**config.mk**
```make
export PLATFORM = sky130hd
export DESIGN_NAME = bap_top
export DESIGN_NICKNAME = d
export VERILOG_FILES = /design/src/rtl/bap_pkg.sv /design/src/rtl/bap_if.sv /design/src/rtl/bap_apb_slave.sv /design/src/rtl/bap_pat_decomp.sv /design/src/rtl/bap_top.sv
export VERILOG_INCLUDE_DIRS = /design/src /design/src/rtl
export SDC_FILE = /design/constraint.sdc
export NUM_CORES = 1
export LEC_CHECK = 0
export BUFFER_PORTS_ARGS = -buffer_cell sky130_fd_sc_hd__buf_2
export CAP_MARGIN = 30
export CORE_ASPECT_RATIO = 1.1
export CORE_MARGIN = 2
export CORE_UTILIZATION = 46
export DETAILED_ROUTE_END_ITERATION = 10
export GPL_TIMING_DRIVEN = 0
export MAX_ROUTING_LAYER = met4
export PLACE_DENSITY = 0.68
export REMOVE_ABC_BUFFERS = 1
export SLEW_MARGIN = 20
export SYNTH_ARGS = -nofsm -noshare
export SYNTH_HDL_FRONTEND = slang
export SYNTH_HIERARCHICAL = 1
export SYNTH_SLANG_ARGS = --single-unit
```
**constraint.sdc**
```tcl
create_clock -name clk_sys -period 8.8 [get_ports clk_sys]
set_clock_uncertainty 0.05 [all_clocks]
set_input_delay 1.32 -clock clk_sys [delete_from_list [all_inputs] [get_ports clk_sys]]
set_output_delay 1.32 -clock clk_sys [all_outputs]
set_load 0.005 [all_outputs]
```
**src/rtl/bap_regs.svh**
```systemverilog
// Register indices, field positions, reset values and timing counts for the blit
// address parameter bank.
// Assumes APB with 32-bit data: register index N sits at byte address 4*N.
`ifndef BAP_REGS_SVH
`define BAP_REGS_SVH

// Register indices (byte address is four times the index).
`define BAP_IDX_LIN_SEL    10'h100
`define BAP_IDX_DEPTH      10'h101
`define BAP_IDX_OP         10'h103
`define BAP_IDX_SRC_LO     10'h104
`define BAP_IDX_SRC_MID    10'h105
`define BAP_IDX_SRC_HI     10'h106
`define BAP_IDX_DST_LO     10'h108
`define BAP_IDX_DST_MID    10'h109
`define BAP_IDX_DST_HI     10'h10A
`define BAP_IDX_OFS_LO     10'h10C
`define BAP_IDX_OFS_HI     10'h10D
`define BAP_IDX_WID_LO     10'h110
`define BAP_IDX_WID_HI     10'h111
`define BAP_IDX_WALK_CTRL  10'h120
`define BAP_IDX_WALK_STAT  10'h121
`define BAP_IDX_CUR_SRC_LO 10'h122
`define BAP_IDX_CUR_SRC_MI 10'h123
`define BAP_IDX_CUR_SRC_HI 10'h124
`define BAP_IDX_CUR_DST_LO 10'h125
`define BAP_IDX_CUR_DST_MI 10'h126
`define BAP_IDX_CUR_DST_HI 10'h127

// Field positions.
`define BAP_LIN_SRC_BIT    0
`define BAP_LIN_DST_BIT    1
`define BAP_DEPTH16_BIT    0
`define BAP_WALK_START_BIT 0
`define BAP_WALK_STEP_BIT  1
`define BAP_WALK_STOP_BIT  2

// Reset values.
`define BAP_RST_BYTE       8'h00
`define BAP_RST_ADDR       21'h000000
`define BAP_RST_OFS        11'h000
`define BAP_RST_WID        10'h000
`define BAP_RST_OP         4'h0
`define BAP_RST_LIN        2'h0

// Timing: the slave answers every access in its first access cycle.
`define BAP_WAIT_STATES    0

`endif

```
**src/rtl/bap_pkg.sv**
```systemverilog
// Types shared by the blit address parameter bank.
// Assumes nothing beyond a SystemVerilog compiler.
package bap_pkg;

    typedef enum logic [3:0] {
        BAP_OP_WRITE_RASTER_OPERATION = 4'h0,
        BAP_OP_READ                   = 4'h1,
        BAP_OP_MOVE_POS               = 4'h2,
        BAP_OP_MOVE_NEG               = 4'h3,
        BAP_OP_TWRITE                 = 4'h4,
        BAP_OP_TMOVE_POS              = 4'h5,
        BAP_OP_PAT_RASTER_OPERATION   = 4'h6,
        BAP_OP_PAT_TRANS              = 4'h7,
        BAP_OP_CEXP                   = 4'h8,
        BAP_OP_CEXP_TRANS             = 4'h9,
        BAP_OP_MOVE_CEXP              = 4'hA,
        BAP_OP_MOVE_CEXP_T            = 4'hB,
        BAP_OP_SOLID                  = 4'hC,
        BAP_OP_RSVD_D                 = 4'hD,
        BAP_OP_RSVD_E                 = 4'hE,
        BAP_OP_RSVD_F                 = 4'hF
    } bap_op_e;

    // Gray coded along idle -> walking.
    typedef enum logic [1:0] {
        BAP_ST_IDLE = 2'h0,
        BAP_ST_WALK = 2'h1
    } bap_state_e;

    typedef struct packed {
        logic [20:0] base;
        logic [2:0]  line;
        logic [3:0]  pixel;
    } bap_pat_s;

endpackage

```
**src/rtl/bap_if.sv**
```systemverilog
// Register access carrier between the APB slave and the parameter bank.
// Assumes both ends run on the same clock.
interface bap_if;
    logic       wr;    // Write strobe, one cycle at the APB access edge.
    logic [9:0] idx;   // Register index.
    logic [7:0] wdata; // Write byte.
    logic [7:0] rdata; // Read byte for idx.
    logic       hit;   // Index is mapped.

    modport bus  (output wr, output idx, output wdata, input rdata, input hit);
    modport bank (input wr, input idx, input wdata, output rdata, output hit);
endinterface

```
**src/rtl/bap_apb_slave.sv**
```systemverilog
// APB slave front end: decodes a word-aligned byte address into a register index.
// Assumes a conforming APB master on clk_sys; answers with no wait states.
module bap_apb_slave
    import bap_pkg::*;
(
    input  wire logic        clk_sys, // System clock.
    input  wire logic        rst,     // Synchronous reset, active high.
    input  wire logic        psel,    // APB select.
    input  wire logic        penable, // APB enable.
    input  wire logic        pwrite,  // APB direction.
    input  wire logic [11:0] paddr,   // APB byte address.
    input  wire logic [31:0] pwdata,  // APB write data.
    output logic      [31:0] prdata,  // APB read data.
    output logic             pready,  // APB ready.
    output logic             pslverr, // APB error.
    bap_if.bus               rb       // Register access.
);
    `include "bap_regs.svh"

    logic        aligned;
    logic        valid;
    logic [31:0] next_prdata;

    // Misaligned addresses are refused so byte registers never alias.
    assign aligned = (paddr[1:0] == 2'h0);
    assign valid   = aligned & rb.hit;
    assign rb.idx  = paddr[11:2];
    assign rb.wdata = pwdata[7:0];
    assign rb.wr   = psel & penable & pwrite & valid;
    assign pready  = 1'b1;
    assign pslverr = psel & penable & ~valid;

    // Read data is captured in the setup cycle so it comes from a flip-flop.
    always_comb begin
        next_prdata = prdata;
        if (psel & ~penable) begin
            next_prdata = (~pwrite & valid) ? {24'h000000, rb.rdata} : 32'h00000000;
        end
    end

    always_ff @(posedge clk_sys) begin
        if (rst) begin
            prdata <= 32'h00000000;
        end else begin
            prdata <= next_prdata;
        end
    end
endmodule

```
**src/rtl/bap_pat_decomp.sv**
```systemverilog
// Splits a source start address into pattern base, line and pixel parts and
// forms the pattern address for a chosen pattern line.
// Assumes purely combinational use inside the parameter bank.
module bap_pat_decomp
    import bap_pkg::*;
(
    input  wire logic     [20:0] src_start, // Programmed source start address.
    input  wire logic            depth16,   // One for 16 bits per pixel.
    input  wire logic     [2:0]  line_sel,  // Pattern line to address.
    output bap_pkg::bap_pat_s    fields,    // Decomposed start address.
    output logic          [20:0] pat_addr   // Address of pixel on line_sel.
);
    logic [20:0] line_bytes;

    always_comb begin
        if (depth16) begin
            fields.base  = {src_start[20:7], 7'h00};
            fields.line  = src_start[6:4];
            fields.pixel = src_start[3:0];
            line_bytes   = {14'h0000, line_sel, 4'h0};
        end else begin
            fields.base  = {src_start[20:6], 6'h00};
            fields.line  = src_start[5:3];
            fields.pixel = {1'b0, src_start[2:0]};
            line_bytes   = {15'h0000, line_sel, 3'h0};
        end
        // Base, line and pixel offsets add up to the address.
        pat_addr = fields.base + line_bytes + {17'h00000, fields.pixel};
    end
endmodule

```
**src/rtl/bap_top.sv**
```systemverilog
// Blit address parameter bank: source/destination start, line offset and width,
// with a line walker that turns them into per-line start addresses.
// Assumes APB master on clk_sys; no wait states; outputs feed the blit engine.
//
// The APB slave port was decided locally.
module bap_top
    import bap_pkg::*;
(
    input  wire logic          clk_sys,      // System clock, 100 MHz.
    input  wire logic          rst,          // Synchronous reset, active high.
    input  wire logic          psel,         // APB select.
    input  wire logic          penable,      // APB enable.
    input  wire logic          pwrite,       // APB direction.
    input  wire logic   [11:0] paddr,        // APB byte address.
    input  wire logic   [31:0] pwdata,       // APB write data.
    output logic        [31:0] prdata,       // APB read data.
    output logic               pready,       // APB ready.
    output logic               pslverr,      // APB error.
    output bap_pkg::bap_op_e   op_code,      // Selected operation.
    output logic               depth16,      // One for 16 bits per pixel.
    output logic        [10:0] line_ofs,     // Line offset in words.
    output logic        [9:0]  width_m1,     // Width in pixels less one.
    output logic        [20:0] cur_src_addr, // Source start of current line.
    output logic        [20:0] cur_dst_addr, // Destination start of current line.
    output logic               dst_is_br,    // Destination is bottom-right corner.
    output logic               walk_busy     // Line walker active.
);
    import bap_pkg::*;
    `include "bap_regs.svh"

    bap_if rb ();

    bap_apb_slave u_apb (
        .clk_sys (clk_sys),
        .rst     (rst),
        .psel    (psel),
        .penable (penable),
        .pwrite  (pwrite),
        .paddr   (paddr),
        .pwdata  (pwdata),
        .prdata  (prdata),
        .pready  (pready),
        .pslverr (pslverr),
        .rb      (rb.bus)
    );

    // Parameter storage.
    logic [1:0]  lin_sel;
    logic [20:0] src_start;
    logic [20:0] dst_start;
    logic [1:0]  next_lin_sel;
    logic        next_depth16;
    bap_op_e     next_op_code;
    logic [20:0] next_src_start;
    logic [20:0] next_dst_start;
    logic [10:0] next_line_ofs;
    logic [9:0]  next_width_m1;

    // Walker state.
    bap_state_e  state;
    bap_state_e  next_state;
    logic [2:0]  pat_line;
    logic [2:0]  next_pat_line;
    logic [20:0] next_cur_src;
    logic [20:0] next_cur_dst;

    bap_pat_s    pat_fields;
    logic [20:0] pat_addr_now;
    logic [20:0] pat_addr_next;
    logic [20:0] src_step;
    logic [20:0] dst_step;
    logic        wr_ctrl;
    logic        cmd_start;
    logic        cmd_step;
    logic        cmd_stop;
    logic        neg_move;

    // Operations whose source data is written by the host processor.
    function automatic logic host_src(input bap_op_e op);
        case (op)
            BAP_OP_WRITE_RASTER_OPERATION, BAP_OP_TWRITE,
            BAP_OP_CEXP, BAP_OP_CEXP_TRANS: host_src = 1'b1;
            default: host_src = 1'b0;
        endcase
    endfunction

    function automatic logic pattern_op(input bap_op_e op);
        pattern_op = (op == BAP_OP_PAT_RASTER_OPERATION) || (op == BAP_OP_PAT_TRANS);
    endfunction

    // Bytes from one line start to the next on one side.
    function automatic logic [20:0] line_step(
        input logic        linear,
        input logic [9:0]  wid,
        input logic [10:0] ofs,
        input logic        b16
    );
        logic [10:0] npix;
        npix = {1'b0, wid} + 11'h001;
        if (linear) begin
            line_step = b16 ? {9'h000, npix, 1'b0} : {10'h000, npix};
        end else begin
            line_step = {9'h000, ofs, 1'b0};
        end
    endfunction

    function automatic logic mapped(input logic [9:0] idx);
        case (idx)
            `BAP_IDX_LIN_SEL, `BAP_IDX_DEPTH, `BAP_IDX_OP,
            `BAP_IDX_SRC_LO, `BAP_IDX_SRC_MID, `BAP_IDX_SRC_HI,
            `BAP_IDX_DST_LO, `BAP_IDX_DST_MID, `BAP_IDX_DST_HI,
            `BAP_IDX_OFS_LO, `BAP_IDX_OFS_HI, `BAP_IDX_WID_LO, `BAP_IDX_WID_HI,
            `BAP_IDX_WALK_CTRL, `BAP_IDX_WALK_STAT,
            `BAP_IDX_CUR_SRC_LO, `BAP_IDX_CUR_SRC_MI, `BAP_IDX_CUR_SRC_HI,
            `BAP_IDX_CUR_DST_LO, `BAP_IDX_CUR_DST_MI, `BAP_IDX_CUR_DST_HI: mapped = 1'b1;
            default: mapped = 1'b0;
        endcase
    endfunction

    bap_pat_decomp u_pat_now (
        .src_start (src_start),
        .depth16   (depth16),
        .line_sel  (pat_line),
        .fields    (pat_fields),
        .pat_addr  (pat_addr_now)
    );

    bap_pat_decomp u_pat_next (
        .src_start (src_start),
        .depth16   (depth16),
        .line_sel  (pat_line + 3'h1),
        .fields    (),
        .pat_addr  (pat_addr_next)
    );

    assign rb.hit = mapped(rb.idx);

    // Register writes: each byte lands alone, unused high bits are dropped.
    always_comb begin
        next_lin_sel   = lin_sel;
        next_depth16   = depth16;
        next_op_code   = op_code;
        next_src_start = src_start;
        next_dst_start = dst_start;
        next_line_ofs  = line_ofs;
        next_width_m1  = width_m1;
        if (rb.wr) begin
            case (rb.idx)
                `BAP_IDX_LIN_SEL: next_lin_sel = rb.wdata[1:0];
                `BAP_IDX_DEPTH:   next_depth16 = rb.wdata[`BAP_DEPTH16_BIT];
                `BAP_IDX_OP:      next_op_code = bap_op_e'(rb.wdata[3:0]);
                `BAP_IDX_SRC_LO:  next_src_start[7:0]   = rb.wdata;
                `BAP_IDX_SRC_MID: next_src_start[15:8]  = rb.wdata;
                `BAP_IDX_SRC_HI:  next_src_start[20:16] = rb.wdata[4:0];
                `BAP_IDX_DST_LO:  next_dst_start[7:0]   = rb.wdata;
                `BAP_IDX_DST_MID: next_dst_start[15:8]  = rb.wdata;
                `BAP_IDX_DST_HI:  next_dst_start[20:16] = rb.wdata[4:0];
                `BAP_IDX_OFS_LO:  next_line_ofs[7:0]    = rb.wdata;
                `BAP_IDX_OFS_HI:  next_line_ofs[10:8]   = rb.wdata[2:0];
                `BAP_IDX_WID_LO:  next_width_m1[7:0]    = rb.wdata;
                `BAP_IDX_WID_HI:  next_width_m1[9:8]    = rb.wdata[1:0];
                default: ;
            endcase
        end
    end

    always_ff @(posedge clk_sys) begin
        if (rst) begin
            lin_sel   <= `BAP_RST_LIN;
            depth16   <= 1'b0;
            op_code   <= bap_op_e'(`BAP_RST_OP);
            src_start <= `BAP_RST_ADDR;
            dst_start <= `BAP_RST_ADDR;
            line_ofs  <= `BAP_RST_OFS;
            width_m1  <= `BAP_RST_WID;
        end else begin
            lin_sel   <= next_lin_sel;
            depth16   <= next_depth16;
            op_code   <= next_op_code;
            src_start <= next_src_start;
            dst_start <= next_dst_start;
            line_ofs  <= next_line_ofs;
            width_m1  <= next_width_m1;
        end
    end

    // Read mux; unused high bits return zero.
    always_comb begin
        case (rb.idx)
            `BAP_IDX_LIN_SEL:    rb.rdata = {6'h00, lin_sel};
            `BAP_IDX_DEPTH:      rb.rdata = {7'h00, depth16};
            `BAP_IDX_OP:         rb.rdata = {4'h0, op_code};
            `BAP_IDX_SRC_LO:     rb.rdata = src_start[7:0];
            `BAP_IDX_SRC_MID:    rb.rdata = src_start[15:8];
            `BAP_IDX_SRC_HI:     rb.rdata = {3'h0, src_start[20:16]};
            `BAP_IDX_DST_LO:     rb.rdata = dst_start[7:0];
            `BAP_IDX_DST_MID:    rb.rdata = dst_start[15:8];
            `BAP_IDX_DST_HI:     rb.rdata = {3'h0, dst_start[20:16]};
            `BAP_IDX_OFS_LO:     rb.rdata = line_ofs[7:0];
            `BAP_IDX_OFS_HI:     rb.rdata = {5'h00, line_ofs[10:8]};
            `BAP_IDX_WID_LO:     rb.rdata = width_m1[7:0];
            `BAP_IDX_WID_HI:     rb.rdata = {6'h00, width_m1[9:8]};
            `BAP_IDX_WALK_STAT:  rb.rdata = {3'h0, pat_line, dst_is_br, walk_busy};
            `BAP_IDX_CUR_SRC_LO: rb.rdata = cur_src_addr[7:0];
            `BAP_IDX_CUR_SRC_MI: rb.rdata = cur_src_addr[15:8];
            `BAP_IDX_CUR_SRC_HI: rb.rdata = {3'h0, cur_src_addr[20:16]};
            `BAP_IDX_CUR_DST_LO: rb.rdata = cur_dst_addr[7:0];
            `BAP_IDX_CUR_DST_MI: rb.rdata = cur_dst_addr[15:8];
            `BAP_IDX_CUR_DST_HI: rb.rdata = {3'h0, cur_dst_addr[20:16]};
            default:             rb.rdata = 8'h00;
        endcase
    end

    // Walker commands; the control register itself stores nothing.
    assign wr_ctrl   = rb.wr && (rb.idx == `BAP_IDX_WALK_CTRL);
    assign cmd_start = wr_ctrl & rb.wdata[`BAP_WALK_START_BIT];
    assign cmd_step  = wr_ctrl & rb.wdata[`BAP_WALK_STEP_BIT];
    assign cmd_stop  = wr_ctrl & rb.wdata[`BAP_WALK_STOP_BIT];

    assign neg_move  = (op_code == BAP_OP_MOVE_NEG);
    assign dst_is_br = neg_move;
    assign walk_busy = (state == BAP_ST_WALK);

    assign src_step = line_step(lin_sel[`BAP_LIN_SRC_BIT], width_m1, line_ofs, depth16);
    assign dst_step = line_step(lin_sel[`BAP_LIN_DST_BIT], width_m1, line_ofs, depth16);

    // Start loads the corner addresses, except that host-source operations take only bit 0 of the source start; each step moves the destination and,
    // except for host-source operations, the source one line, backwards for the negative move. Stop wins over step in the same write.
    always_comb begin
        next_state    = state;
        next_pat_line = pat_line;
        next_cur_src  = cur_src_addr;
        next_cur_dst  = cur_dst_addr;
        case (state)
            BAP_ST_IDLE: begin
                if (cmd_start) begin
                    next_state    = BAP_ST_WALK;
                    next_pat_line = pat_fields.line;
                    next_cur_dst  = dst_start;
                    if (host_src(op_code)) begin
                        next_cur_src = {20'h00000, src_start[0]};
                    end else if (pattern_op(op_code)) begin
                        next_cur_src = src_start;
                    end else begin
                        next_cur_src = src_start;
                    end
                end
            end
            BAP_ST_WALK: begin
                if (cmd_stop) begin
                    next_state = BAP_ST_IDLE;
                end else if (cmd_step) begin
                    if (neg_move) begin
                        next_cur_dst = cur_dst_addr - dst_step;
                        next_cur_src = cur_src_addr - src_step;
                    end else begin
                        next_cur_dst = cur_dst_addr + dst_step;
                        if (pattern_op(op_code)) begin
                            // The pattern is eight lines tall and wraps.
                            next_pat_line = pat_line + 3'h1;
                            next_cur_src  = pat_addr_next;
                        end else if (!host_src(op_code)) begin
                            next_cur_src = cur_src_addr + src_step;
                        end
                    end
                end
            end
            default: begin
                next_state = BAP_ST_IDLE;
            end
        endcase
    end

    always_ff @(posedge clk_sys) begin
        if (rst) begin
            state        <= BAP_ST_IDLE;
            pat_line     <= 3'h0;
            cur_src_addr <= `BAP_RST_ADDR;
            cur_dst_addr <= `BAP_RST_ADDR;
        end else begin
            state        <= next_state;
            pat_line     <= next_pat_line;
            cur_src_addr <= next_cur_src;
            cur_dst_addr <= next_cur_dst;
        end
    end

    // The current-line pattern address is unused; only its line field is used, at start.
    logic unused_pat;
    assign unused_pat = ^pat_addr_now;
endmodule

```
### Yosys cells after proc, flatten, opt, wreduce, memory -nomap -nowiden

Cells that the tools add are included.

| operators by class | value |
|---|---|
| bitwise operators | 13 |
| eq/ne operators | 35 |
| mux-type cells | 38 |
| reductions and logical operators | 25 |
| add/subtract/negate cells | 8 |

Operator list:

| operator | number |
|---|---|
| two-way mux 21 bit | 11 |
| == test 10 x 9 -> 1 bit (second input constant) | 21 |
| case mux 8 bit (20 select lines) | 1 |
| case mux 21 bit (2 select lines) | 2 |
| adder 21 bit | 2 |
| subtractor 21 bit | 2 |
| two-way mux 12 bit | 3 |
| AND reduction 2 bit | 14 |
| adder 21 x 4 -> 21 bit | 1 |
| adder 21 x 7 -> 21 bit | 1 |
| OR reduction 21 bit | 1 |
| two-way mux 3 bit | 5 |
| two-way mux 14 bit | 1 |
| == test 4 x 3 -> 1 bit (second input constant) | 3 |
| adder 10 x 1 -> 11 bit (second input constant) | 1 |
| AND 1 bit | 10 |
| two-way mux 1 bit | 9 |
| == test 4 bit (second input constant) | 2 |
| two-way mux 8 bit | 1 |
| two-way mux 7 bit | 1 |
| != test 2 x 1 -> 1 bit (second input constant) | 3 |
| != test 2 bit (second input constant) | 3 |
| case mux 3 bit (2 select lines) | 1 |
| AND reduction 6 bit | 1 |
| other kinds (15) | 19 |

| storage, ports and cells | value |
|---|---|
| register bits after elaboration | 149 |
| output and inout bits | 104 |
| bits of input ports | 49 |
| logic and storage cells | 137 |

### Depth between registers and ports, before layout

| depth | value |
|---|---|
| depth in word-level cells | 16 |
| mapped depth | 22 |
| depth with buffers taken out | 21 |

### Modules after synthesis

The synthesis kept the hierarchy.

By module, submodules not included:

| module | seq. area each (sq um) | cells each | area an instance (sq um) | times used |
|---|---|---|---|---|
| bap_top | 2322.2 | 1265 | 9111.2 | 1 |
| bap_pat_decomp | 0.0 | 66 | 496.7 | 2 |
| bap_apb_slave | 160.2 | 77 | 658.1 | 1 |

### Worst setup path after synthesis

No wires, ideal clock.

| path | value |
|---|---|
| path kind | input to register |
| from | input port paddr[11] |
| to | register cur_src_addr[20] |
| slack | 3190 ps |
| data required time | 8620 ps |
| stages on the path | 17 |
| data arrival time | 5430 ps |
| buffers on the path | 4 |
| library setup time | 130 ps |
| path through | buf_4 nor2b_1 or3b_2 nor4_1 nor4_1 nand3_1 nor3b_4 and4_1 clkbuf_1 nand4_1 or2_2 clkbuf_1 a21oi_1 nor2_1 clkbuf_1 a221oi_1 o31ai_1 |

| between the ends | value |
|---|---|
| word-level cells in the longest chain between the ends | 9 |
| elaborated cells between the ends (all ways) | 33 |
| classes of those cells | 24 x eq/ne; 1 x mux; 5 x bitwise; 3 x reduce/logical |

RTL lines:

| what | RTL line | source |
|---|---|---|
| start: declaration | bap_top.sv:14 | `input wire logic [11:0] paddr,` |
| == test 10 x 9 -> 1 bit | bap_top.sv:108 | `case (idx)` |
| OR reduction 21 bit (*) | bap_top.sv:108 |  |
| two-way mux 1 bit (*) | bap_top.sv:108 |  |
| net rb.hit | bap_if.sv:8 | `logic hit;` |
| AND 1 bit (*) | bap_apb_slave.sv:26 | `assign valid = aligned & rb.hit;` |
| AND 1 bit (*) | bap_apb_slave.sv:29 | `assign rb.wr = psel & penable & pwrite & valid;` |
| net rb.wr | bap_if.sv:4 | `logic wr;` |
| logical AND 1 bit (*) | bap_top.sv:215 | `` assign wr_ctrl = rb.wr && (rb.idx == `BAP_IDX_WALK_CTRL); `` |
| AND 1 bit, on equally long branches | bap_top.sv:216, bap_top.sv:217, bap_top.sv:218 |  |
| != test 2 bit (no source line) or != test 2 x 1 -> 1 bit (tied branches) | -- |  |
| AND reduction 5 bit (no source line) (*) | -- |  |
| end signal: assignment | bap_top.sv:278 | `` cur_src_addr <= `BAP_RST_ADDR; `` |
| end signal: assignment | bap_top.sv:283 | `cur_src_addr <= next_cur_src;` |
| end: declaration | bap_top.sv:23 | `output logic [20:0] cur_src_addr,` |

The timed path passes the listed nets; every way through them passes the cells marked *.
A chain may end at the register's enable or synchronous reset.

### Worst setup path after layout

| path | value |
|---|---|
| from | input port paddr[6] |
| to | register cur_src_addr[17] |

The elaborated chain is that of the path after synthesis.

==> results by group <==
Route
  • Post-Route WL: 36,900 um
  • First DRT Iteration DRCs: approximately 1,400
  • Vias: 10,900
  • DR DRC count: 0
  • DR WL/cell: approximately 22 um
  • DR pass1 iterations: 8
  • Antenna Nets Post-Route: 0
  • Vias/cell: 6.39

STA
  • Slew margin rel.: a little over a third
  • RSZ-0062 raised after global routing: false
  • Fmax: approximately 140 MHz
  • Final Setup Violations: 0
  • Post-route setup slack: 1.73 ns
  • Final Critical Period: 7.07 ns
  • Worst slew pin tran: 0.974 ns
  • Final Max Slew Viols: 0
  • Final Hold Vio Count: 0
  • Final period util: 80.3%

Logic synthesis
  • Syn Std Cell Area: roughly 10,000 um2
  • Post-Syn Instances: 1,385
  • Synth warn: 6
  • Avg Cell Area, Syn: roughly 7.3 um2

Floorplan
  • Initial Util: 47.1%
  • Row cnt: 56
  • Die width: roughly 150 um
  • IO Count: between 150 and 200
  • Die Ht: about 160 um
  • Core Area: 21,400 um2
  • Die area: 23,200 um2

Power and ir drop
  • Worst vdd ir: between 0.1 and 0.15 mV
  • Leak: slightly above 4 nW
  • Power per cell area: ~120 nW/um2

Setup path
  • Worst r2r path cells: 21
  • Reg2reg end: cur_dst_addr[20]
  • FF-to-FF Start: width_m1[0]
  • WS Path Type: in2reg
  • R2R setup slack: about 2.6 ns
  • Worst setup EP type: register
  • WP data required: slightly above 9 ns
  • Startpoint types: input pin
  • CP arrival: about 7.3 ns
  • Worst Path Max Fanout: 57
  • Setup crit end: cur_src_addr[17]
  • Critical Path Source: paddr[6]

Clock network
  • Clock Path Buffers: 2
  • CTS HTree Levels: 4
  • TritonCTS clock tree: yes
  • Clk root buf: clkbuf_16
  • Cts-stage hold buffer count: 0
  • # resized after CTS: 0
  • CTS buffer count: 17
  • Clock latency on the worst-skew pair: about 0.43 ns
  • # clock sinks: 124
  • Post CTS Setup Buffer Count: 0
  • Clock slew at reported path FFs: approximately 0.06 ns

Placement
  • Post-DP HPWL: roughly 27,000 um
  • Routability-driven placement congestion ratio: 1.00
  • Post-Place Cell Area: about 11,000 um2
  • Worst slack at placement: roughly 1.5 ns
  • # port buffers: 103

GRT
  • GR Util met3: roughly 4.5%
  • Antenna violations before repair: 0
  • Met1 GRT Util: 41.3%
  • Vias in the first global route: 9,907
  • First-pass GRT wire length: around 57,000 um
  • Overall Global Routing Usage: between 30% and 40%
  • GRT overflow: 0
  • Met2 usage: around half
  • Largest net degree at the start of global routing: 63
  • GRT Max-Usage Layer: met2

Cells and area
  • Final instance area: between 10,000 and 15,000 um2
  • Layout cell share with drive strength beyond 1: 14.3%
  • Area Overhead vs Synth: 10.0%
  • Antenna diodes: 0
  • Filler Cell Count: about 2,100
  • Final net count: approximately 1,500

Worst hold path
  • HP Class: reg2reg
  • Hold Crit Depth: 2

Run status
  • Status: complete, no violations

Run
  • Max cap viols: 0
==> state kept, by name (all words and copies together) (netlist names) <==
| register | cells |
|---|---|
| lin_sel | 2 |
| cur_dst_addr | 21 |
| op_code | 4 |
| dst_start | 21 |
| src_start | 21 |
| line_ofs | 11 |
| state | 1 |
| cur_src_addr | 21 |
| width_m1 | 10 |
| u_apb/prdata | 8 |
| pat_line | 3 |
| depth16 | 1 |
==> layout by cell type, fill, tap and decap left out, drive strengths merged, types with 5 or more instances in the layout <==
cell type  instances
o21a               6
nand2            165
or3                6
o22ai              6
and3              10
nand2b            12
xnor2             29
nor4              12
or2                5
clkinv             5
a22o               9
a211oi            29
and4               5
a31o               6
a21o               7
nor2             118
xor2              17
buf              116
a31oi             11
nor3              33
clkbuf            22
a32oi              9
nand3             90
a21oi            155
o21ai             61
nand4             16
ha                49
nor2b             12
a22oi             46
conb              26
inv               43
nand3b             7
o21bai             8
mux2i             23
mux2              18
o31ai             10
a221oi            14
a222oi             8
dfxtp            124
o211ai             5
==> final cells by class <==
class / instances / area, um2 / share of cell area [%]
clock buffers: 22 / 495 / 4.46
clock inverters: 10 / 111 / 1.00
inverters: 43 / 161 / 1.45
multi-input cells: 1094 / 6820 / 61.4
flip-flops and latches: 124 / 2490 / 22.4
well taps: 290 / 363 / 3.27
repair buffers: 116 / 677 / 6.09
==> stage by stage <==
| stage | total power, mW | hold WS (ns) | std cells | TNS (ns) | utilization [%] |
|---|---|---|---|---|---|
| 6_report | 1.34 | 0.432 | 1699 | 0 | 51.8 |
| 4_1_cts | 1.34 | 0.427 | 1699 | 0 | 51.8 |
| 3_3_place_gp | 0.611 | 0.415 | 1654 | -77.13 | 48.0 |
| 2_1_floorplan | 0.584 | 0.392 | 1261 | 0 | - |
| 3_5_place_dp | 0.614 | 0.419 | 1667 | 0 | 49.0 |
| 5_1_grt | 1.37 | 0.455 | 1699 | 0 | 51.8 |
==> how the worst min path moves through the flow <==
stage / from / to / slack, ns
after floorplan: dst_start[19] / dst_start[19] / 0.39
after global placement: dst_start[20] / dst_start[20] / 0.42
after detailed placement: dst_start[20] / dst_start[20] / 0.42
after CTS: dst_start[20] / dst_start[20] / 0.43
after global routing: dst_start[17] / dst_start[17] / 0.45
final: dst_start[20] / dst_start[20] / 0.43
==> metal layers <==
metal	vias to the layer above	routed length, um
met1	5138	15100
met3	118	3350
met4	0	1790
met5	-	0
met2	580	16700
li1	5017	-
==> critical path: stages <==
cell and delay [ns]:
buf_2 0.12, nor4b_1 0.78, nand2_1 0.29, nor2_1 0.68, a2111oi_0 0.22, nand3_1 0.22
nor3b_4 0.42, and4_4 0.51, buf_12 0.31, nand4_1 0.21, or2_2 0.60, a21oi_1 0.69
nor2_1 0.42, o21ai_1 0.26, o311a_1 0.18, a22oi_1 0.06
==> where the power goes <==
| part | internal, mW | switching (mW) | leakage (nW) |
|---|---|---|---|
| logic | 0.00916 | 0.0325 | 2.83 |
| clock network | 0.455 | 0.281 | 0.293 |
| registers | 0.561 | 0.000000801 | 0.999 |
Power figures use the tool's default switching activity.
